[src/rtl/gtc_pkg.sv]
// Package: register map, field layout and reset values of the gated timer
package gtc_pkg;
  localparam int unsigned ADDR_W = 12;
  // Byte-granular printed offsets are kept as word indices
  localparam logic [ADDR_W-1:0] IDX_COUNT = 12'h20C;
  localparam logic [ADDR_W-1:0] IDX_CTRL = 12'h20E;
  localparam logic [ADDR_W-1:0] IDX_GATE_CTL = 12'h20F;
  localparam logic [ADDR_W-1:0] IDX_GATE_SEL = 12'h210;
  localparam logic [ADDR_W-1:0] IDX_CLK_SEL = 12'h211;
  localparam logic [ADDR_W-1:0] IDX_IRQ_STAT = 12'h212;
  localparam logic [ADDR_W-1:0] IDX_IRQ_MASK = 12'h213;
  localparam int unsigned WORD_SHIFT = 2;
  localparam int unsigned SEL_W = 5;
  localparam int unsigned CNT_W = 16;
  localparam int unsigned BYTE_W = 8;
  localparam int unsigned NUM_SRC = 32;
  // Gate control bit positions
  localparam int unsigned GC_EN = 7;
  localparam int unsigned GC_POL = 6;
  localparam int unsigned GC_TGL = 5;
  localparam int unsigned GC_SPM = 4;
  localparam int unsigned GC_GO = 3;
  localparam int unsigned GC_VAL = 2;
  // Timer control bit positions
  localparam int unsigned TC_ON = 0;
  localparam int unsigned TC_WIDE = 1;
  // Interrupt status bits
  localparam int unsigned IRQ_W = 3;
  localparam int unsigned IRQ_OVF = 0;
  localparam int unsigned IRQ_SPDONE = 1;
  localparam int unsigned IRQ_GATE = 2;
  localparam logic [SEL_W-1:0] SEL_RST = 5'h00;
  localparam logic [CNT_W-1:0] CNT_RST = 16'h0000;
  localparam logic [31:0] PRDATA_RST = 32'h0000_0000;
endpackage : gtc_pkg

[src/rtl/gtc_timer.sv]
// Gated 16-bit timer with APB register slave and interrupt
//
// Behaviour
// - With timer on, gate enable gates counting; clear means count freely.
// - Gate polarity picks the active level of the gate.
// - Toggle mode: flip-flop flips on each gate rising edge, acts as gate.
// - Clearing toggle mode clears the toggle flip-flop.
// - Single-pulse mode takes control of the gate.
// - Go/done reads 1 while armed, 0 when done or not started.
// - Go/done clears whenever single-pulse mode is cleared.
// - Gate value bit shows the gate state regardless of gate enable.
// - Gate control bits except the gate value bit clear on power-on reset.
// - Five-bit clock select field, reset to zero.
// - Five-bit gate select field, reset to zero.
// - Sixteen-bit counter as high and low bytes, cleared on reset.
// - Timer on bit enables the timer; gate enable needs it.
// - Wide access mode reads the live 16-bit word; a high byte write is buffered until the low byte write or a counter read, which reloads the buffer.
`timescale 1ns/1ps
`default_nettype none
module gtc_timer
  import gtc_pkg::*;
(
  // APB
  input wire logic pclk,
  input wire logic presetn,
  input wire logic psel,
  input wire logic penable,
  input wire logic pwrite,
  input wire logic [gtc_pkg::ADDR_W+1:0] paddr,
  input wire logic [31:0] pwdata,
  input wire logic [3:0] pstrb,
  output logic [31:0] prdata,
  output logic pready,
  output logic pslverr,
  // Source selections from other peripherals
  input wire logic [gtc_pkg::NUM_SRC-1:0] clk_sources,
  input wire logic [gtc_pkg::NUM_SRC-1:0] gate_sources,
  // Interrupt
  output logic irq
);
  import gtc_pkg::*;

  // ---------------------------------------------------------------
  // Registers
  // ---------------------------------------------------------------
  logic [CNT_W-1:0] count_r;
  logic [BYTE_W-1:0] high_buf_r;
  logic timer_on_bit_r;
  logic wide_access_mode_r;
  logic gate_enable_r;
  logic gate_polarity_r;
  logic gate_toggle_mode_r;
  logic gate_single_pulse_mode_r;
  logic [SEL_W-1:0] gate_select_field_r;
  logic [SEL_W-1:0] clk_select_field_r;
  logic [IRQ_W-1:0] irq_stat_r;
  logic [IRQ_W-1:0] irq_mask_r;
  logic [NUM_SRC-1:0] clk_sync;
  logic [NUM_SRC-1:0] gate_sync;
  logic clk_prev_r;
  logic gate_val_prev_r;

  // ---------------------------------------------------------------
  // Bus decode
  // ---------------------------------------------------------------
  logic [ADDR_W-1:0] idx;
  logic access;
  logic wr;
  logic rd;
  logic mapped;
  logic hit_count;
  logic hit_ctrl;
  logic hit_gctl;
  logic hit_gsel;
  logic hit_csel;
  logic hit_stat;
  logic hit_mask;
  logic aligned;
  assign idx = paddr[ADDR_W+1:WORD_SHIFT];
  assign aligned = (paddr[WORD_SHIFT-1:0] == 2'b00);
  assign access = psel & penable;
  assign hit_count = (idx == IDX_COUNT);
  assign hit_ctrl = (idx == IDX_CTRL);
  assign hit_gctl = (idx == IDX_GATE_CTL);
  assign hit_gsel = (idx == IDX_GATE_SEL);
  assign hit_csel = (idx == IDX_CLK_SEL);
  assign hit_stat = (idx == IDX_IRQ_STAT);
  assign hit_mask = (idx == IDX_IRQ_MASK);
  assign mapped = aligned & (hit_count | hit_ctrl | hit_gctl | hit_gsel | hit_csel
                  | hit_stat | hit_mask);
  assign wr = access & pwrite & mapped;
  assign rd = access & ~pwrite & mapped;

  function automatic logic lane_wr(input logic hit, input int unsigned lane);
    return wr & hit & pstrb[lane];
  endfunction : lane_wr

  // ---------------------------------------------------------------
  // Source synchronisers and gate path
  // ---------------------------------------------------------------
  gtc_sync #(.W(NUM_SRC)) u_clk_sync (
    .pclk(pclk),
    .presetn(presetn),
    .din(clk_sources),
    .dout(clk_sync)
  );
  gtc_sync #(.W(NUM_SRC)) u_gate_sync (
    .pclk(pclk),
    .presetn(presetn),
    .din(gate_sources),
    .dout(gate_sync)
  );

  logic clk_sel;
  logic gate_sel;
  logic clk_edge;
  logic gate_eff;
  logic go_done;
  logic sp_done;
  logic go_set;
  logic gate_open;
  logic count_en;
  logic overflow;
  assign clk_sel = clk_sync[clk_select_field_r];
  assign gate_sel = gate_sync[gate_select_field_r];
  assign clk_edge = clk_sel & ~clk_prev_r;
  // Arming only sticks while single-pulse mode is on
  assign go_set = lane_wr(hit_gctl, 0) & pwdata[GC_GO] & pwdata[GC_SPM];

  gtc_gate u_gate (
    .pclk(pclk),
    .presetn(presetn),
    .gate_in(gate_sel),
    .gate_polarity(gate_polarity_r),
    .gate_toggle_mode(gate_toggle_mode_r),
    .gate_single_pulse_mode(gate_single_pulse_mode_r),
    .go_set(go_set),
    .gate_eff(gate_eff),
    .go_done(go_done),
    .sp_done_pulse(sp_done)
  );

  assign gate_open = ~gate_enable_r | gate_eff;
  assign count_en = timer_on_bit_r & gate_open & clk_edge;
  assign overflow = count_en & (&count_r);

  // ---------------------------------------------------------------
  // Counter with byte and wide access
  // ---------------------------------------------------------------
  logic wr_lo;
  logic wr_hi;
  logic [CNT_W-1:0] count_nxt;
  assign wr_lo = lane_wr(hit_count, 0);
  // Wide mode: high lane goes to a buffer, committed with the low byte
  assign wr_hi = lane_wr(hit_count, 1) & ~wide_access_mode_r;
  always_comb begin
    count_nxt = count_r;
    if (count_en) begin
      count_nxt = count_r + CNT_W'(1);
    end
    if (wr_lo && wide_access_mode_r) begin
      count_nxt = {high_buf_r, pwdata[BYTE_W-1:0]};
    end else begin
      if (wr_lo) begin
        count_nxt[BYTE_W-1:0] = pwdata[BYTE_W-1:0];
      end
      if (wr_hi) begin
        count_nxt[CNT_W-1:BYTE_W] = pwdata[CNT_W-1:BYTE_W];
      end
    end
  end

  always_ff @(posedge pclk or negedge presetn) begin
    if (!presetn) begin
      count_r <= CNT_RST;
      high_buf_r <= '0;
      clk_prev_r <= 1'b0;
    end else begin
      count_r <= count_nxt;
      clk_prev_r <= clk_sel;
      if (lane_wr(hit_count, 1) && wide_access_mode_r) begin
        high_buf_r <= pwdata[CNT_W-1:BYTE_W];
      end else if (rd && hit_count && wide_access_mode_r) begin
        high_buf_r <= count_r[CNT_W-1:BYTE_W];
      end
    end
  end

  // ---------------------------------------------------------------
  // Control registers
  // ---------------------------------------------------------------
  always_ff @(posedge pclk or negedge presetn) begin
    if (!presetn) begin
      timer_on_bit_r <= 1'b0;
      wide_access_mode_r <= 1'b0;
      gate_enable_r <= 1'b0;
      gate_polarity_r <= 1'b0;
      gate_toggle_mode_r <= 1'b0;
      gate_single_pulse_mode_r <= 1'b0;
      gate_select_field_r <= SEL_RST;
      clk_select_field_r <= SEL_RST;
      irq_mask_r <= '0;
    end else begin
      if (lane_wr(hit_ctrl, 0)) begin
        timer_on_bit_r <= pwdata[TC_ON];
        wide_access_mode_r <= pwdata[TC_WIDE];
      end
      if (lane_wr(hit_gctl, 0)) begin
        gate_enable_r <= pwdata[GC_EN];
        gate_polarity_r <= pwdata[GC_POL];
        gate_toggle_mode_r <= pwdata[GC_TGL];
        gate_single_pulse_mode_r <= pwdata[GC_SPM];
      end
      if (lane_wr(hit_gsel, 0)) begin
        gate_select_field_r <= pwdata[SEL_W-1:0];
      end
      if (lane_wr(hit_csel, 0)) begin
        clk_select_field_r <= pwdata[SEL_W-1:0];
      end
      if (lane_wr(hit_mask, 0)) begin
        irq_mask_r <= pwdata[IRQ_W-1:0];
      end
    end
  end

  // ---------------------------------------------------------------
  // Interrupt status
  // ---------------------------------------------------------------
  logic [IRQ_W-1:0] irq_evt;
  logic [IRQ_W-1:0] irq_stat_nxt;
  logic gate_val_rise;
  assign gate_val_rise = gate_eff & ~gate_val_prev_r;
  always_comb begin
    irq_evt = '0;
    irq_evt[IRQ_OVF] = overflow;
    irq_evt[IRQ_SPDONE] = sp_done;
    irq_evt[IRQ_GATE] = gate_val_rise;
  end
  // Read clears only what it reported; a later or same-cycle event still sets
  assign irq_stat_nxt = ((rd && hit_stat) ? (irq_stat_r & ~prdata[IRQ_W-1:0]) : irq_stat_r)
                        | irq_evt;

  always_ff @(posedge pclk or negedge presetn) begin
    if (!presetn) begin
      irq_stat_r <= '0;
      // Gate is active right after reset; avoids a false gate event
      gate_val_prev_r <= 1'b1;
      irq <= 1'b0;
    end else begin
      irq_stat_r <= irq_stat_nxt;
      gate_val_prev_r <= gate_eff;
      irq <= |(irq_stat_nxt & irq_mask_r);
    end
  end

  // ---------------------------------------------------------------
  // Read data
  // ---------------------------------------------------------------
  logic [31:0] rdata;
  logic [BYTE_W-1:0] gctl_rd;
  logic [BYTE_W-1:0] high_rd;
  assign gctl_rd = {gate_enable_r, gate_polarity_r, gate_toggle_mode_r,
                    gate_single_pulse_mode_r, go_done, gate_eff, 2'b00};
  // Wide read returns the live word; the high byte is also latched
  assign high_rd = count_r[CNT_W-1:BYTE_W];
  always_comb begin
    rdata = '0;
    if (hit_count) begin
      rdata[CNT_W-1:0] = {high_rd, count_r[BYTE_W-1:0]};
    end
    if (hit_ctrl) begin
      rdata[TC_WIDE] = wide_access_mode_r;
      rdata[TC_ON] = timer_on_bit_r;
    end
    if (hit_gctl) begin
      rdata[BYTE_W-1:0] = gctl_rd;
    end
    if (hit_gsel) begin
      rdata[SEL_W-1:0] = gate_select_field_r;
    end
    if (hit_csel) begin
      rdata[SEL_W-1:0] = clk_select_field_r;
    end
    if (hit_stat) begin
      rdata[IRQ_W-1:0] = irq_stat_r;
    end
    if (hit_mask) begin
      rdata[IRQ_W-1:0] = irq_mask_r;
    end
  end

  // Zero-wait answer: pready registered high for the access phase
  always_ff @(posedge pclk or negedge presetn) begin
    if (!presetn) begin
      prdata <= PRDATA_RST;
      pready <= 1'b0;
      pslverr <= 1'b0;
    end else begin
      pready <= psel & ~penable;
      pslverr <= psel & ~penable & ~mapped;
      if (psel && !penable && !pwrite) begin
        prdata <= mapped ? rdata : PRDATA_RST;
      end
    end
  end

  // ---------------------------------------------------------------
  // Checks
  // ---------------------------------------------------------------
  a_gate_free_run: assert property (@(posedge pclk) disable iff (!presetn)
    (timer_on_bit_r && !gate_enable_r && clk_edge && !wr_lo && !wr_hi)
      |=> count_r == $past(count_r) + CNT_W'(1))
    else $error("free-running count missed");
  a_gate_polarity: assert property (@(posedge pclk) disable iff (!presetn)
    (!gate_toggle_mode_r && !gate_single_pulse_mode_r) |->
      gate_eff == (gate_polarity_r ? gate_sel : !gate_sel))
    else $error("gate polarity wrong");
  a_toggle_clear: assert property (@(posedge pclk) disable iff (!presetn)
    (!gate_toggle_mode_r && !gate_single_pulse_mode_r) ##1 !gate_toggle_mode_r
      |-> !u_gate.tgl_r)
    else $error("toggle flip-flop not cleared");
  a_toggle_flip: assert property (@(posedge pclk) disable iff (!presetn)
    (gate_toggle_mode_r && u_gate.rise) |=> gate_toggle_mode_r && $changed(u_gate.tgl_r)
      or !gate_toggle_mode_r)
    else $error("toggle flip-flop did not flip");
  a_sp_gate_closed: assert property (@(posedge pclk) disable iff (!presetn)
    (gate_single_pulse_mode_r && !u_gate.pulse_r) |-> !gate_eff)
    else $error("single pulse gate leaked");
  a_go_done_clear: assert property (@(posedge pclk) disable iff (!presetn)
    !gate_single_pulse_mode_r |=> !go_done || gate_single_pulse_mode_r)
    else $error("go/done not cleared");
  a_go_done_arm: assert property (@(posedge pclk) disable iff (!presetn)
    (go_set && gate_single_pulse_mode_r && !go_done) |=> go_done)
    else $error("go/done not armed");
  a_timer_off_hold: assert property (@(posedge pclk) disable iff (!presetn)
    (!timer_on_bit_r && !wr_lo && !wr_hi) |=> $stable(count_r))
    else $error("counter moved while off");
  a_wide_write: assert property (@(posedge pclk) disable iff (!presetn)
    (wr_lo && wide_access_mode_r) |=> count_r == {$past(high_buf_r), $past(pwdata[7:0])})
    else $error("wide write wrong");
  a_apb_ready: assert property (@(posedge pclk) disable iff (!presetn)
    (psel && !penable) |=> pready)
    else $error("pready late");
  c_wide_write: cover property (@(posedge pclk) disable iff (!presetn)
    wr_lo && wide_access_mode_r);
  c_sp_done: cover property (@(posedge pclk) disable iff (!presetn) sp_done);
  c_overflow: cover property (@(posedge pclk) disable iff (!presetn) overflow);
  c_irq: cover property (@(posedge pclk) disable iff (!presetn) irq);
endmodule : gtc_timer
`default_nettype wire

[src/rtl/gtc_sync.sv]
// Three-stage input synchroniser with agreement filter
`timescale 1ns/1ps
`default_nettype none
module gtc_sync #(
  parameter int unsigned W = 1
) (
  // Clock and reset
  input wire logic pclk,
  input wire logic presetn,
  // Data
  input wire logic [W-1:0] din,
  output logic [W-1:0] dout
);
  logic [W-1:0] s1_r;
  logic [W-1:0] s2_r;
  logic [W-1:0] s3_r;
  logic [W-1:0] agree;
  // Stage one feeds stage two only
  assign agree = ~(s2_r ^ s3_r);
  always_ff @(posedge pclk or negedge presetn) begin
    if (!presetn) begin
      s1_r <= '0;
      s2_r <= '0;
      s3_r <= '0;
      dout <= '0;
    end else begin
      s1_r <= din;
      s2_r <= s1_r;
      s3_r <= s2_r;
      dout <= (agree & s3_r) | (~agree & dout);
    end
  end
endmodule : gtc_sync
`default_nettype wire

[src/rtl/gtc_gate.sv]
// Gate path: polarity, toggle flip-flop and single-pulse acquisition
`timescale 1ns/1ps
`default_nettype none
module gtc_gate (
  // Clock and reset
  input wire logic pclk,
  input wire logic presetn,
  // Control
  input wire logic gate_in,
  input wire logic gate_polarity,
  input wire logic gate_toggle_mode,
  input wire logic gate_single_pulse_mode,
  input wire logic go_set,
  // Status
  output logic gate_eff,
  output logic go_done,
  output logic sp_done_pulse
);
  logic gate_pol;
  logic prev_r;
  logic rise;
  logic tgl_r;
  logic tgl_src;
  logic armed_r;
  logic pulse_r;
  logic src_prev_r;
  logic src_rise;
  assign gate_pol = gate_polarity ? gate_in : ~gate_in;
  assign rise = gate_pol & ~prev_r;
  assign tgl_src = gate_toggle_mode ? tgl_r : gate_pol;
  // Single pulse opens at the first active edge, closes at the next falling one
  assign gate_eff = gate_single_pulse_mode ? pulse_r & tgl_src : tgl_src;
  // Arming waits for an edge, so a gate already active does not fire it
  assign src_rise = tgl_src & ~src_prev_r;
  assign go_done = armed_r;
  assign sp_done_pulse = pulse_r & ~tgl_src & gate_single_pulse_mode;
  always_ff @(posedge pclk or negedge presetn) begin
    if (!presetn) begin
      // Reset gate reads active (low level, low polarity): no false edge
      prev_r <= 1'b1;
      src_prev_r <= 1'b1;
      tgl_r <= 1'b0;
      armed_r <= 1'b0;
      pulse_r <= 1'b0;
    end else begin
      prev_r <= gate_pol;
      src_prev_r <= tgl_src;
      if (!gate_toggle_mode) begin
        tgl_r <= 1'b0;
      end else if (rise) begin
        tgl_r <= ~tgl_r;
      end
      if (!gate_single_pulse_mode) begin
        armed_r <= 1'b0;
        pulse_r <= 1'b0;
      end else if (armed_r && src_rise) begin
        armed_r <= 1'b0;
        pulse_r <= 1'b1;
      end else if (go_set) begin
        armed_r <= 1'b1;
        pulse_r <= 1'b0;
      end else if (pulse_r && !tgl_src) begin
        pulse_r <= 1'b0;
      end
    end
  end
endmodule : gtc_gate
`default_nettype wire

[config.mk]
export PLATFORM = sky130hd
export DESIGN_NAME = gtc_timer
export DESIGN_NICKNAME = d
export VERILOG_FILES = /design/src/rtl/gtc_pkg.sv /design/src/rtl/gtc_timer.sv /design/src/rtl/gtc_sync.sv /design/src/rtl/gtc_gate.sv
export SDC_FILE = /design/constraint.sdc
export NUM_CORES = 1
export LEC_CHECK = 0
export BUFFER_PORTS_ARGS = -buffer_cell sky130_fd_sc_hd__buf_2
export CORE_UTILIZATION = 60
export CTS_CLUSTER_SIZE = 14
export DETAILED_ROUTE_END_ITERATION = 7
export PLACE_DENSITY = 0.83
export SLEW_MARGIN = 30
export SYNTH_ARGS = -nofsm -noshare
export SYNTH_HDL_FRONTEND = slang
export SYNTH_SLANG_ARGS = --single-unit
[constraint.sdc]
create_clock -name pclk -period 7.2 [get_ports pclk]
set_clock_uncertainty 0.15 [all_clocks]
set_input_delay 1.8 -clock pclk [delete_from_list [all_inputs] [get_ports pclk]]
set_output_delay 1.8 -clock pclk [all_outputs]
set_load 0.02 [all_outputs]
Word level (Yosys, flattened, before mapping)
Index checks and enable logic that the tools add are counted.
{ "totals": {"ff_bits": 344, "latchBits": 0, "ram_bits": 0, "mem_bits_ro": 0, "input_bits": 119, "out_inout_bits": 35, "word_cells": 163, "mem_count": 0} }
{ "classes": {"n_addsub": 1, "mul": 0, "div": 0, "magnitude_cmp": 2, "eq_ne": 10, "shifts": 0, "n_mux": 31, "bitwise_logic": 69, "n_reduce_logical": 18} }
{ "op_table": {"columns": ["op", "count"], "rows": [
  ["$and A32 B32 Y32", 4],
  ["$not A32 Y32", 4],
  ["$eq A12 B10 Y1 const B", 7],
  ["$mux W16", 4],
  ["$or A32 B32 Y32", 2],
  ["$xor A32 B32 Y32", 2],
  ["$mux W8", 5],
  ["$and A1 B1 Y1", 34],
  ["$add A16 B1 Y16 const B", 1],
  ["$reduce_and A16 Y1", 1],
  ["$mux W1", 14],
  ["$lt A5 B6 Y1 const B", 2],
  ["$not A1 Y1", 12],
  ["$bmux W1 S5", 2],
  ["$mux W5", 2],
  ["$logic_and A1 B1 Y1", 9],
  ["$mux W3", 3],
  ["$or A1 B1 Y1", 7],
  ["$and A3 B3 Y3", 2],
  ["$reduce_bool A3 Y1", 2],
  ["$ne A4 B1 Y1 const B", 1],
  ["$logic_not A1 Y1", 3],
  ["$ne A3 B1 Y1 const B", 1],
  ["$not A3 Y3", 1],
  ["6 further kinds", 6]
]} }

Longest topological paths before layout
Gate-level depths: netlist (run 1).
{ "depth": {"ltp_word": 16, "depth_mapped": 11, "mapped_depth_nobuf": 8} }

By module
From an unflattened synthesis (run 1), not the netlist that was laid out.
{ "unflattened": {"hier_cells": 791, "area_unflattened_um2": 11637.4} }
{ "by_module_without_submodules": {"columns": ["module", "n_inst", "cells_each", "area_per_inst_um2", "seq_area_each_um2"], "rows": [
  ["gtc_sync", 2, 160, 3563.4, 3203.1],
  ["gtc_timer", 1, 449, 4290.4, 1677.9],
  ["gtc_gate", 1, 22, 220.2, 127.6]
]} }

Least setup slack after synthesis (run 1)
OpenSTA, ideal clock, no wires.
{ "synth_path": {"path_kind": "input port to flip-flop", "start": "in paddr[10] (netlist name)", "end": "reg count_r[10]", "setup_ns": 0.141, "arrival_ns": 3.842, "t_required_ns": 6.909, "setup_slack_ns": 3.067, "stages": 8, "path_buffers": 1, "path_cell_list": "nor4b_1 -> nand4_1 -> or2_2 -> nor3_1 -> nand2_1 -> clkbuf_1 -> nor2_1 -> a31oi_1"} }
{ "synth_between": {"elab_chain_len": 14, "elab_cells_between_ends": 23, "cone_classes": "eq/ne (7); mux (2); bitwise (12); reduce/logical (2)"} }
{ "synth_rtl": {"columns": ["item", "line", "source"], "rows": [
  ["start, declared", "gtc_timer.sv:29", "input wire logic [gtc_pkg::ADDR_W+1:0] paddr,"],
  ["$eq A12 B10 Y1, on equally long branches", "gtc_timer.sv:82, gtc_timer.sv:83", null],
  ["$or A1 B1 Y1 (4 in series)", "gtc_timer.sv:89", "assign mapped = aligned & (hit_count | hit_ctrl | hit_gctl | hit_gsel | hit_csel"],
  ["$or A1 B1 Y1 (2 in series)", "gtc_timer.sv:90", "| hit_stat | hit_mask);"],
  ["$and A1 B1 Y1", "gtc_timer.sv:89", null],
  ["$and A1 B1 Y1", "gtc_timer.sv:91", "assign wr = access & pwrite & mapped;"],
  ["$and A1 B1 Y1 *", "gtc_timer.sv:95", "return wr & hit & pstrb[lane];"],
  ["$and A1 B1 Y1", "gtc_timer.sv:95", null],
  ["$and A1 B1 Y1", "gtc_timer.sv:155", "assign wr_hi = lane_wr(hit_count, 1) & ~wide_access_mode_r;"],
  ["$mux W8", "gtc_timer.sv:167", "if (wr_hi) begin"],
  ["$mux W16", "gtc_timer.sv:161", "if (wr_lo && wide_access_mode_r) begin"],
  ["end signal, assigned", "gtc_timer.sv:179", "count_r <= count_nxt;"],
  ["end, declared", "gtc_timer.sv:46", "logic [CNT_W-1:0] count_r;"]
]} }
Mark *: on every way between the ends. The rest lies on a longest branch, timed or not.
A chain may end at the register's enable or synchronous reset.

Worst setup path in the final report (run 1)
{ "layout_path": {"start": "in paddr[10] (netlist name)", "end": "reg high_buf_r[5]"} }
{ "layout_between": {"elab_chain_len": 13, "elab_cells_between_ends": 23, "cone_classes": "eq/ne (7); mux (1); bitwise (11); reduce/logical (4)"} }
{ "layout_rtl": {"columns": ["item", "line", "source"], "rows": [
  ["$eq A12 B10 Y1, on equally long branches", "gtc_timer.sv:82, gtc_timer.sv:83", null],
  ["$or A1 B1 Y1 (4 in series)", "gtc_timer.sv:89", null],
  ["$or A1 B1 Y1 (2 in series)", "gtc_timer.sv:90", null],
  ["$and A1 B1 Y1", "gtc_timer.sv:89", null],
  ["$and A1 B1 Y1", "gtc_timer.sv:91", null],
  ["$and A1 B1 Y1 (2 in series)", "gtc_timer.sv:95", null],
  ["$logic_and A1 B1 Y1", "gtc_timer.sv:181", "if (lane_wr(hit_count, 1) && wide_access_mode_r) begin"],
  ["$mux W8 or $reduce_bool A2 Y1 (tied branches)", null, null],
  ["end signal, assigned", "gtc_timer.sv:182", "high_buf_r <= pwdata[CNT_W-1:BYTE_W];"],
  ["end signal, assigned", "gtc_timer.sv:184", "high_buf_r <= count_r[CNT_W-1:BYTE_W];"],
  ["end, declared", "gtc_timer.sv:47", "logic [BYTE_W-1:0] high_buf_r;"]
]} }
Parallel ways exist; a longest one is shown, timed or not.

==> summary.md, run 1 <==
| Metric | Value |
|---|---|
| Final worst slack | `2.80 ns` |
| Mapped cell area | `11,400 µm²` |
| Starting density of the core | `61.1%` |
| Grt total ovfl | `0` |
| CTS Buf Count | `34` |
| Clock Pin Slew Worst Setup and Hold Paths | `0.06 ns` |
| Worst VDD drop | `0.247 mV` |
| Die width | `140 µm` |
| Max cap viols | `0` |
| H-tree levels | `2` |
| Root buf cell | `clkbuf_16` |
| Die Area | `19,600 µm²` |
| Die Span Y | `140 µm` |
| Ys async rst share | `100%` |
| Synth warn | `0` |
| Slew headroom | `40.0%` |
| LEAKAGE | `5.98 nW` |
| HP Class | `reg2reg` |
| Starting DRT DRC Count | `387` |
| Final Core Density | `71.6%` |
| Worst Setup End Kind | `flop` |
| # clock sinks | `328` |
| Cell-internal power | `3.04 mW` |
| Setup violators final | `0` |
| Final worst-path cycle share | `61.1%` |
| Crit path max fanout | `9` |
| Area Overhead vs Synth | `17.2%` |
| Top_reg_cell synth | `dfrtp_1` |
| Final hold vios | `0` |
| Setup bufs post-CTS | `0` |
| Cts repair resizes | `0` |
| Clock network fraction of total power | `44.7%` |
| PortBufs | `119` |
| Via count | `6,484` |
| Most common cell after layout, fill and taps aside | `dfrtp_1` |
| Vias in the first global route | `6,637` |
| First-pass GRT wire length | `33.8 mm` |
| Leading area contributor after synthesis | `dfrtp_1` |
| Status | `complete, no violations` |
| Final nets | `1,038` |
| Library cells used by synthesis | `49` |
| Data arrival time of the critical path | `4.64 ns` |
| Post-DP Area | `12,200 µm²` |
| Setup CP Type | `in2reg` |
| Fmax achieved | `0.227 GHz` |
| # IOs | `154` |
| Post-synthesis cell count | `779` |
| PwrDens | `288 nW/µm²` |
| Mapped Avg Cell Area | `14.7 µm²` |
| Post-DRT Antenna Nets | `0` |
| Sequential Power Share | `51.5%` |
| Design area | `13,400 µm²` |
| DRC | `0` |
| Register area share after synthesis | `71.8%` |
| Area share of the largest cell type after synthesis | `71.1%` |
| Dpl ws | `2.30 ns` |
| Comb power frac | `3.8%` |
| RD Place Congestion | `0.890` |
| Period minus WS final | `4.40 ns` |
| Core ar. | `18,700 µm²` |
| Initial antenna violation count | `1` |
| Unrepaired setup endpoints after global routing | `false` |
| Drt pass-1 iters | `6` |
| GRT Total Usage | `22.4%` |
| CTS tree | `built` |
| Sw Share | `21.2%` |
| Pin count of the biggest net entering global routing | `165` |
| Synth area leaders | `dfrtp_1 (71%), maj3_1 (5.6%), mux2_2 (2.2%)` |
| Site row count | `50` |
| DPL Wire Length | `13.5 mm` |
| Final setup TNS | `0 ns` |
| CP required | `7.44 ns` |
| Seq cells post-synth | `328` |
| Via density | `5.50` |
| Final Max Slew Viols | `0` |
| Clock buffer depth | `3` |
| Worst-Margin Slew | `0.893 ns` |
| WL per Instance | `17.6 µm` |
| Clk Latency, worst-skew pair | `0.51 ns` |
| DRT Wirelength | `20.7 mm` |
| Share of layout cells above drive strength 1 | `23.4%` |
| Most frequent cells in the layout | `dfrtp_1 (324), buf_2 (118), maj3_1 (64)` |
| Hold buffers post-CTS | `0` |
| Net load switching power | `0.818 mW` |
| Critical Path Start Type | `input pin` |
| EDFF count, synth | `0` |
-- metal layers --
layer | part of all wire [%] | global-route usage (%) | vias up
met5 | 0 | 0 | -
met4 | 2.2 | 7.46 | 0
li1 | - | - | 2983
met2 | 50 | 37.3 | 214
met1 | 42 | 30.3 | 3250
met3 | 5.4 | 4.17 | 37
-- stage by stage --
stage / hold slack (ns) / std cells / power [mW]
after global routing: 0.195 / 1178 / 3.99
after floorplan: 0.181 / 794 / 2.07
after detailed placement: 0.185 / 1116 / 2.17
after global placement: 0.182 / 1116 / 2.15
after CTS: 0.191 / 1177 / 3.91
final: 0.192 / 1178 / 3.86
-- worst max-delay path, stage by stage --
cell and delay [ns]:
buf_2 0.10, nor4b_1 0.61, nand4_1 0.31, nor2_1 0.44
nand4_1 0.18, nor2_1 0.54, mux2_2 0.40, mux2_2 0.26
-- path summary, 6_finish.rpt --
| check | startpoint | to | depth (start not counted) | slack [ns] |
|---|---|---|---|---|
| worst max-delay path | paddr[10] | high_buf_r[5] | 8 | 2.80 |
| worst min-delay path | u_clk_sync.s1_r[25] | u_clk_sync.s2_r[25] | 0 | 0.19 |
| worst max register to register | clk_select_field_r[0] | irq | 7 | 3.53 |
| worst min register to register | u_clk_sync.s1_r[25] | u_clk_sync.s2_r[25] | 0 | 0.19 |
| max in group asynchronous | presetn | u_clk_sync.s2_r[7] | 2 | 4.53 |
| min in group asynchronous | presetn | async pin | 1 | 1.14 |
-- area by class of cell --
class / instances / area (µm²)
Clock inverter: 8 / 96.3
Antenna cell: 1 / 2.50
Sequential cell: 328 / 8210
Inverter: 18 / 67.6
Timing Repair Buffer: 124 / 659
Fill cell: 1225 / 5310
Clock buffer: 53 / 1040
Multi-Input combinational cell: 412 / 3020
Tap cell: 234 / 293
-- cells by family (layout without fill, tap and decap cells) --
group | after synthesis | in the layout | share of synthesized area, %
adder cells (fa/ha/maj) | 65 | 65 | 5.71
other | 1 | 17 | 0.0328
AND/OR/NAND/NOR | 161 | 161 | 6.94
XOR/XNOR | 15 | 15 | 1.15
buffers and inverters | 54 | 203 | 2.39
flip-flops | 328 | 328 | 71.8
multiplexers | 54 | 54 | 6.17
AO/OA/AOI/OAI | 101 | 101 | 5.77
-- cells in the mapped netlist (all sizes together), types with 5 or more instances --
| cell | n |
|---|---|
| and2 | 5 |
| nor3 | 9 |
| nand2 | 57 |
| xnor2 | 12 |
| a22oi | 14 |
| nor2 | 26 |
| maj3 | 64 |
| nand2b | 8 |
| buf | 23 |
| and3 | 6 |
| mux2 | 22 |
| mux4 | 11 |
| nand4 | 13 |
| a31oi | 9 |
| o21ai | 35 |
| a21oi | 16 |
| clkbuf | 13 |
| inv | 18 |
| nand3 | 11 |
| dfrtp | 325 |
| nor2b | 6 |
| mux2i | 21 |
| a22o | 10 |
-- power groups by stage --
stage	sequential [mW]	combinational (mW)	clock, mW
detailed placement	2.02	0.149	0
global route	2.00	0.165	1.83
floorplan	2.00	0.0726	0
finish	1.99	0.148	1.73
global placement	2.01	0.144	0
CTS	1.99	0.151	1.77
(Power assumes the default switching activity.)
==> run 2, diff against run 1 <==
--- a/config.mk
+++ b/config.mk
@@ -5,11 +5,12 @@
 export SDC_FILE = /design/constraint.sdc
 export NUM_CORES = 1
 export LEC_CHECK = 0
+export ABC_AREA = 1
 export BUFFER_PORTS_ARGS = -buffer_cell sky130_fd_sc_hd__buf_2
-export CORE_UTILIZATION = 60
+export CORE_UTILIZATION = 51
 export CTS_CLUSTER_SIZE = 14
 export DETAILED_ROUTE_END_ITERATION = 7
-export PLACE_DENSITY = 0.83
+export PLACE_DENSITY = 0.75
 export SLEW_MARGIN = 30
 export SYNTH_ARGS = -nofsm -noshare
 export SYNTH_HDL_FRONTEND = slang
==> constraint.sdc (replaced) <==
create_clock -name pclk -period 3.9 [get_ports pclk]
set_clock_uncertainty 0.15 [all_clocks]
set_input_delay 0.975 -clock pclk [delete_from_list [all_inputs] [get_ports pclk]]
set_output_delay 0.975 -clock pclk [all_outputs]
set_load 0.02 [all_outputs]
==> run 2 against run 1 <==
Routed wire length up 8.4%. Design area up 3.8%. Non-clock buffer count is 6 higher. Global-route usage shrank 2.4 points. Combinational power increased by 110%. Area after synthesis up 3.3%. Clock-buffer cell count shrank 2. Sequential power increased by 85%. Die area is 21% higher. Clock power is 91% higher. Register-to-register slack worse by 2.5 ns. First-iteration DRC count is 3.9% higher. Largest power group unchanged.
==> summary.md, run 2 <==
| Metric | Value |
|---|---|
| Cts repair resizes | `0` |
| Slowest cell on crit path | `dfrtp_1` |
| Leading area contributor after synthesis | `dfrtp_1` |
| HP Class | `reg2reg` |
| Kind of cell adding the most delay to the critical path | `simple AND/OR/NAND/NOR gates` |
| M1 GR Usage | `28.3%` |
| Area Overhead vs Synth | `17.7%` |
| Clock buffer depth | `3` |
| Die Area | `23,800 µm²` |
| Most common cell after layout, fill and taps aside | `dfrtp_1` |
| Largest stage delay, worst path | `0.65 ns` |
| LEAKAGE | `6.52 nW` |
| Most frequent cells in the layout | `dfrtp_1 (325), nand2_1 (189), buf_2 (118)` |
| Via count | `7,403` |
| Setup CP Type | `reg2reg` |
| Clock Pin Slew Worst Setup and Hold Paths | `0.06 ns` |
| Worst Hold Path EP | `u_gate_sync.s2_r[25]` |
| Critical path cell sequence | `inv_4 -> nand2_1 -> nand3_1 -> nand3_1 -> nand2_1 -> nand2_1 -> nand2_1 -> nand2_1 -> nand2_1 -> nand2_1 -> nand2_2 -> nand2_4 -> nand2_4 -> o21ai_2 -> nand2_2 -> nand2_2 -> nand2_1 -> o21ai_1` |
| EDFF count, synth | `0` |
| Starting density of the core | `52.1%` |
| Site row count | `55` |
| Post-synthesis cell count | `992` |
| Status | `complete, no violations` |
| Fmax achieved | `0.344 GHz` |
| Post-synth top cells | `dfrtp_1 (325), nand2_1 (189), nand3_1 (74), maj3_1 (64)` |
| Worst VDD drop | `0.437 mV` |
| Final hold slack | `0.193 ns` |
| GRT Max-Usage Layer | `met2` |
| Max cap viols | `0` |
| Critical Path Stages | `18` |
| RR Endpoint | `count_r[7]` |
| DRT Wirelength | `22.5 mm` |
| Worst Setup End Kind | `flop` |
| Worst-Margin Slew | `0.847 ns` |
| Root buf cell | `clkbuf_16` |
| GRT Total Usage | `20.1%` |
| PwrDens | `526 nW/µm²` |
| Mapped Avg Cell Area | `11.9 µm²` |
| Critical Path Most Common Cell | `nand2_1` |
| Die Span Y | `154 µm` |
| Data arrival time of the critical path | `3.18 ns` |
| H-tree levels | `2` |
| Grt total ovfl | `0` |
| Final nets | `1,264` |
| Met2 GRT Util | `31.6%` |
| Setup bufs post-CTS | `0` |
| Hold depth | `0` |
| Synth warn | `0` |
| Area share of the largest cell type after synthesis | `68.9%` |
| CTS Buf Count | `34` |
| PortBufs | `119` |
| Worst flop-to-flop path startpoint | `gate_select_field_r[0]` |
| Via density | `5.09` |
| Pin count of the biggest net entering global routing | `106` |
| WP buf/inv | `1` |
| Setup violators final | `0` |
| Diodes inserted | `0` |
| Starting DRT DRC Count | `402` |
| Die width | `154 µm` |
| Share of layout cells above drive strength 1 | `19.0%` |
| Period minus WS final | `2.90 ns` |
| # clock sinks | `328` |
| DRC | `0` |
| Vias in the first global route | `7,437` |
| Core ar. | `22,600 µm²` |
| Clk Latency, worst-skew pair | `0.52 ns` |
| Reg2reg path depth | `18` |
| GR Util met3 | `3.61%` |
| Final worst-path cycle share | `74.5%` |
| Library cells used by synthesis | `48` |
| WL per Instance | `15.5 µm` |
| Critical Path Start Type | `flop` |
| Initial antenna violation count | `0` |
| Register area share after synthesis | `69.6%` |
| Slew headroom | `43.5%` |
| RD Place Congestion | `0.899` |
| Crit path max fanout | `16` |
| Final setup TNS | `0 ns` |
| Unrepaired setup endpoints after global routing | `false` |
| Design area | `13,900 µm²` |
| Hold buffers post-CTS | `0` |
| Most frequent cell after synthesis | `dfrtp_1` |
| Final hold vios | `0` |
| Ys async rst share | `100%` |
| CP required | `4.18 ns` |
| First-pass GRT wire length | `37.5 mm` |
| Overall Power | `7.31 mW` |
| Final Core Density | `61.4%` |
| Post-DRT Antenna Nets | `0` |
| Drt pass-1 iters | `5` |
| Mapped cell area | `11,800 µm²` |
| # IOs | `154` |
| Final Max Slew Viols | `0` |
| Top_reg_cell synth | `dfrtp_1` |
| Synth area leaders | `dfrtp_1 (69%), nand2_1 (6.0%), maj3_1 (5.4%)` |
| Seq cells post-synth | `328` |
| DPL Wire Length | `15.2 mm` |
| Post-DP Area | `12,700 µm²` |
| Flop2flop setup slack | `1.0 ns` |
| CTS tree | `built` |
| Hold_sp | `u_gate_sync.s1_r[25]` |
==> run 2: changes by cell type in the layout (fill, tap and decap cells not counted), sizes merged, moves of 10 or more <==
| cell | previous run | this run |
|---|---|---|
| nand2 | 57 | 205 |
| nand3 | 11 | 78 |
| inv | 19 | 69 |
| nor2 | 26 | 66 |
| o21ai | 35 | 74 |
| mux2 | 22 | 0 |
| mux2i | 21 | 0 |
| a22oi | 14 | 0 |
| xnor2 | 12 | 0 |
| mux4 | 11 | 0 |
| a22o | 10 | 0 |
| o211ai | 2 | 12 |
==> run 2: metrics by stage <==
stage                     cells  setup slack, ns
after floorplan            1007             1.14
after global placement     1393            0.605
after detailed placement   1393            0.570
after CTS                  1453             1.03
after global routing       1453            0.705
final                      1453            0.996
==> run 2: final cells by class <==
type                    count  area, µm²
well taps                 285        357
clock inverters             9        178
clock buffers              51        995
inverters                  71        270
repair buffers            130        726
flip-flops and latches    328       8210
fillers                  1780       8740
multi-input cells         579       3160
==> run 2: power breakdown <==
part	leakage, nW	switching, mW	internal, mW
registers	3.92	0.0930	3.60
clock network	0.569	1.26	2.04
logic	2.03	0.188	0.125
==> run 2: logic make-up (layout without fill, tap and decap cells) <==
| logic type | Yosys count | after routing | synth area share, % |
|---|---|---|---|
| AO/OA/AOI/OAI | 114 | 114 | 5.58 |
| XOR/XNOR | 11 | 11 | 0.816 |
| adder cells (fa/ha/maj) | 65 | 65 | 5.53 |
| buffers and inverters | 100 | 261 | 4.12 |
| flip-flops | 328 | 328 | 69.6 |
| other | 1 | 16 | 0.0318 |
| AND/OR/NAND/NOR | 373 | 373 | 14.3 |
==> run 2: layer usage <==
layer	share of wire, %	routed length [µm]
met5	0	0
met1	46	10300
met2	46	10300
met3	5.4	1220
met4	2.7	603
==> run 2: worst max-delay path by stage <==
stage | slack [ns] | to | startpoint
2_1_floorplan | 1.14 | count_r[10] | paddr[5]
3_3_place_gp | 0.61 | high_buf_r[7] | paddr[5]
3_5_place_dp | 0.57 | high_buf_r[2] | paddr[8]
4_1_cts | 1.03 | count_r[5] | gate_select_field_r[0]
5_1_grt | 0.70 | count_r[2] | clk_select_field_r[1]
6_report | 1.0 | count_r[7] | gate_select_field_r[0]
==> run 2: worst reg2reg max path, cell delays in order, from the launching register on <==
cell	delay [ns]
dfrtp_1	0.65
inv_4	0.20
nand2_1	0.11
nand3_1	0.10
nand3_1	0.12
nand2_1	0.06
nand2_1	0.06
nand2_1	0.05
nand2_1	0.09
nand2_1	0.06
nand2_1	0.06
nand2_2	0.07
nand2_4	0.08
nand2_4	0.07
o21ai_2	0.19
nand2_2	0.22
nand2_2	0.30
nand2_1	0.10
o21ai_1	0.09
==> run 3, diff against run 2 <==
--- a/config.mk
+++ b/config.mk
@@ -5,7 +5,7 @@
 export SDC_FILE = /design/constraint.sdc
 export NUM_CORES = 1
 export LEC_CHECK = 0
-export ABC_AREA = 1
+export ABC_AREA = 0
 export BUFFER_PORTS_ARGS = -buffer_cell sky130_fd_sc_hd__buf_2
 export CORE_UTILIZATION = 51
 export CTS_CLUSTER_SIZE = 14
==> constraint.sdc (replaced) <==
create_clock -name pclk -period 2.6 [get_ports pclk]
set_clock_uncertainty 0.15 [all_clocks]
set_input_delay 0.65 -clock pclk [delete_from_list [all_inputs] [get_ports pclk]]
set_output_delay 0.65 -clock pclk [all_outputs]
set_load 0.02 [all_outputs]
==> run 3 against run 2 <==
The flow now finishes with violations (setup timing). Fmax shrank 0.68%. Critical endpoint is now count_r[13]. Via count shrank 8.2%. Hold slack lost 0.095 ns. Final cell count shrank 10%. Combinational power grew 67%. Design area grew 2.7%. Routed wire length shrank 4.0%.
==> summary.md, run 3 (same netlist as run 1, synthesis figures left out) <==
| Metric | Value |
|---|---|
| HP Class | `in2reg` |
| Cell-internal power | `8.77 mW` |
| Sequential Power Share | `49.7%` |
| # clock sinks | `328` |
| Clock network fraction of total power | `45.5%` |
| Worst VDD drop | `0.586 mV` |
| Fmax achieved | `0.342 GHz` |
| GRT Total Usage | `19.8%` |
| Diodes inserted | `0` |
| DRC | `0` |
| Final hold vios | `0` |
| Via count | `6,796` |
| Final nets | `1,122` |
| Site row count | `54` |
| CP required | `2.86 ns` |
| Worst Setup End Kind | `flop` |
| Pin count of the biggest net entering global routing | `66` |
| Net load switching power | `2.28 mW` |
| Sw Share | `20.6%` |
| DRT Wirelength | `21.6 mm` |
| Setup violators final | `18` |
| Max cap viols | `0` |
| Slew headroom | `54.4%` |
| Final hold slack | `0.0977 ns` |
| Clock Pin Slew Worst Setup and Hold Paths | `0.06 ns` |
| Drt pass-1 iters | `5` |
| Core ar. | `21,900 µm²` |
| Unrepaired setup endpoints after global routing | `true` |
| Clock buffer depth | `3` |
| Share of layout cells above drive strength 1 | `30.6%` |
| Worst-Margin Slew | `0.681 ns` |
| Failing checks | `setup timing` |
| H-tree levels | `2` |
| Grt total ovfl | `0` |
| Status | `finished with violations` |
| Data arrival time of the critical path | `3.19 ns` |
| Initial antenna violation count | `0` |
| Comb power frac | `4.7%` |
| Final setup TNS | `-4.16 ns` |
| CTS tree | `built` |
| Vias in the first global route | `6,783` |
| First-pass GRT wire length | `34.7 mm` |
| Post-DRT Antenna Nets | `0` |
| Starting density of the core | `52.2%` |
| PwrDens | `774 nW/µm²` |
| DPL Wire Length | `14.6 mm` |
| Most common cell after layout, fill and taps aside | `dfrtp_1` |
| Setup CP Type | `reg2reg` |
| Root buf cell | `clkbuf_16` |
| Final worst-path cycle share | `112%` |
| Die width | `152 µm` |
| RD Place Congestion | `0.909` |
| Via density | `5.21` |
| CTS Buf Count | `34` |
| Most frequent cells in the layout | `dfrtp_1 (324), buf_2 (118), buf_4 (79)` |
| Die Area | `23,000 µm²` |
| Area Overhead vs Synth | `24.9%` |
| Crit path max fanout | `5` |
| WL per Instance | `16.5 µm` |
| Starting DRT DRC Count | `296` |
| # IOs | `154` |
| Final Max Slew Viols | `0` |
| Period minus WS final | `2.92 ns` |
| PortBufs | `119` |
| Placed Cells | `1,242` |
| Clk Latency, worst-skew pair | `0.50 ns` |
| LEAKAGE | `6.48 nW` |
| Final cell count without fillers | `1,305` |
| Die Span Y | `152 µm` |
| Final worst slack | `-0.324 ns` |
| Critical Path Start Type | `flop` |
run 3: changes by cell type in the layout (fill, tap and decap cells not counted), moves of 32 or more:
cell	before	now
nand2_1	189	57
buf_4	8	79
nand3_1	74	11
inv_1	61	18
nor2_1	61	24
o21ai_0	55	23
run 3: worst max-delay path, cell delays in order (launching register included):
cell and delay, ns:
dfrtp_2 0.42, buf_12 0.14, mux4_2 0.50, mux4_2 0.48, mux2_4 0.29, and3b_1 0.20, a21boi_4 0.16, or3_1 0.36
a31oi_1 0.14
run 3: layout make-up:
type                            instances  area, µm²
Clock buffer                           46        977
Clock inverter                         13        200
Fill cell                            1617       7620
Inverter                               18       67.6
Multi-Input combinational cell        412       3090
Sequential cell                       328       8210
Tap cell                              280        350
Timing Repair Buffer                  208       1380
run 3: per-stage QoR:
| step | utilization [%] | setup slack (ns) | instance area (µm²) | power (mW) |
|---|---|---|---|---|
| after global routing | 65.2 | -0.393 | 14300 | 11.5 |
| final | 65.2 | -0.324 | 14300 | 11.0 |
| after detailed placement | 59.4 | -0.337 | 13000 | 6.11 |
| after global placement | 59.4 | -0.267 | 13000 | 6.08 |
| after CTS | 64.9 | -0.345 | 14200 | 11.2 |
| after floorplan | - | -0.275 | 11600 | 5.75 |
run 3: what timing repair did:
action | in CTS | in global routing
hold buffers | 1 | 0
setup endpoints to repair | 18 | 20
buffers inserted | 1 | 1
pin swaps | 0 | 8
hold endpoints to repair | 44 | 0
gates resized for setup | 5 | 10
cloned | 0 | 1
run 3: path summary, 6_finish.rpt:
check,startpoint,to,slack [ns],depth (start not counted)
min,clk_sources[0],u_clk_sync.s1_r[0],0.1,1
max in group asynchronous,presetn,count_r[12],1.00,3
max reg2reg,clk_select_field_r[0],count_r[13],-0.32,8
min in group asynchronous,presetn,u_gate_sync.s3_r[18],0.53,2
max,clk_select_field_r[0],count_r[13],-0.32,8
min reg2reg,u_clk_sync.s1_r[25],u_clk_sync.s2_r[25],0.19,0
run 3: per-layer routing:
metal,global-route usage (%),vias to the layer above,part of all wire (%)
li1,-,3162,-
met1,27.4,3407,44
met2,32.0,189,49
met3,3.74,38,5.1
met4,6.29,0,2.0
met5,0,-,0
run 3: power by group through the flow:
stage	Sequential, mW	Combinational, mW	Clock [mW]
3_5_place_dp	5.58	0.525	0
3_3_place_gp	5.57	0.510	0
4_1_cts	5.50	0.532	5.15
6_report	5.50	0.523	5.03
5_1_grt	5.52	0.586	5.36
2_1_floorplan	5.54	0.204	0
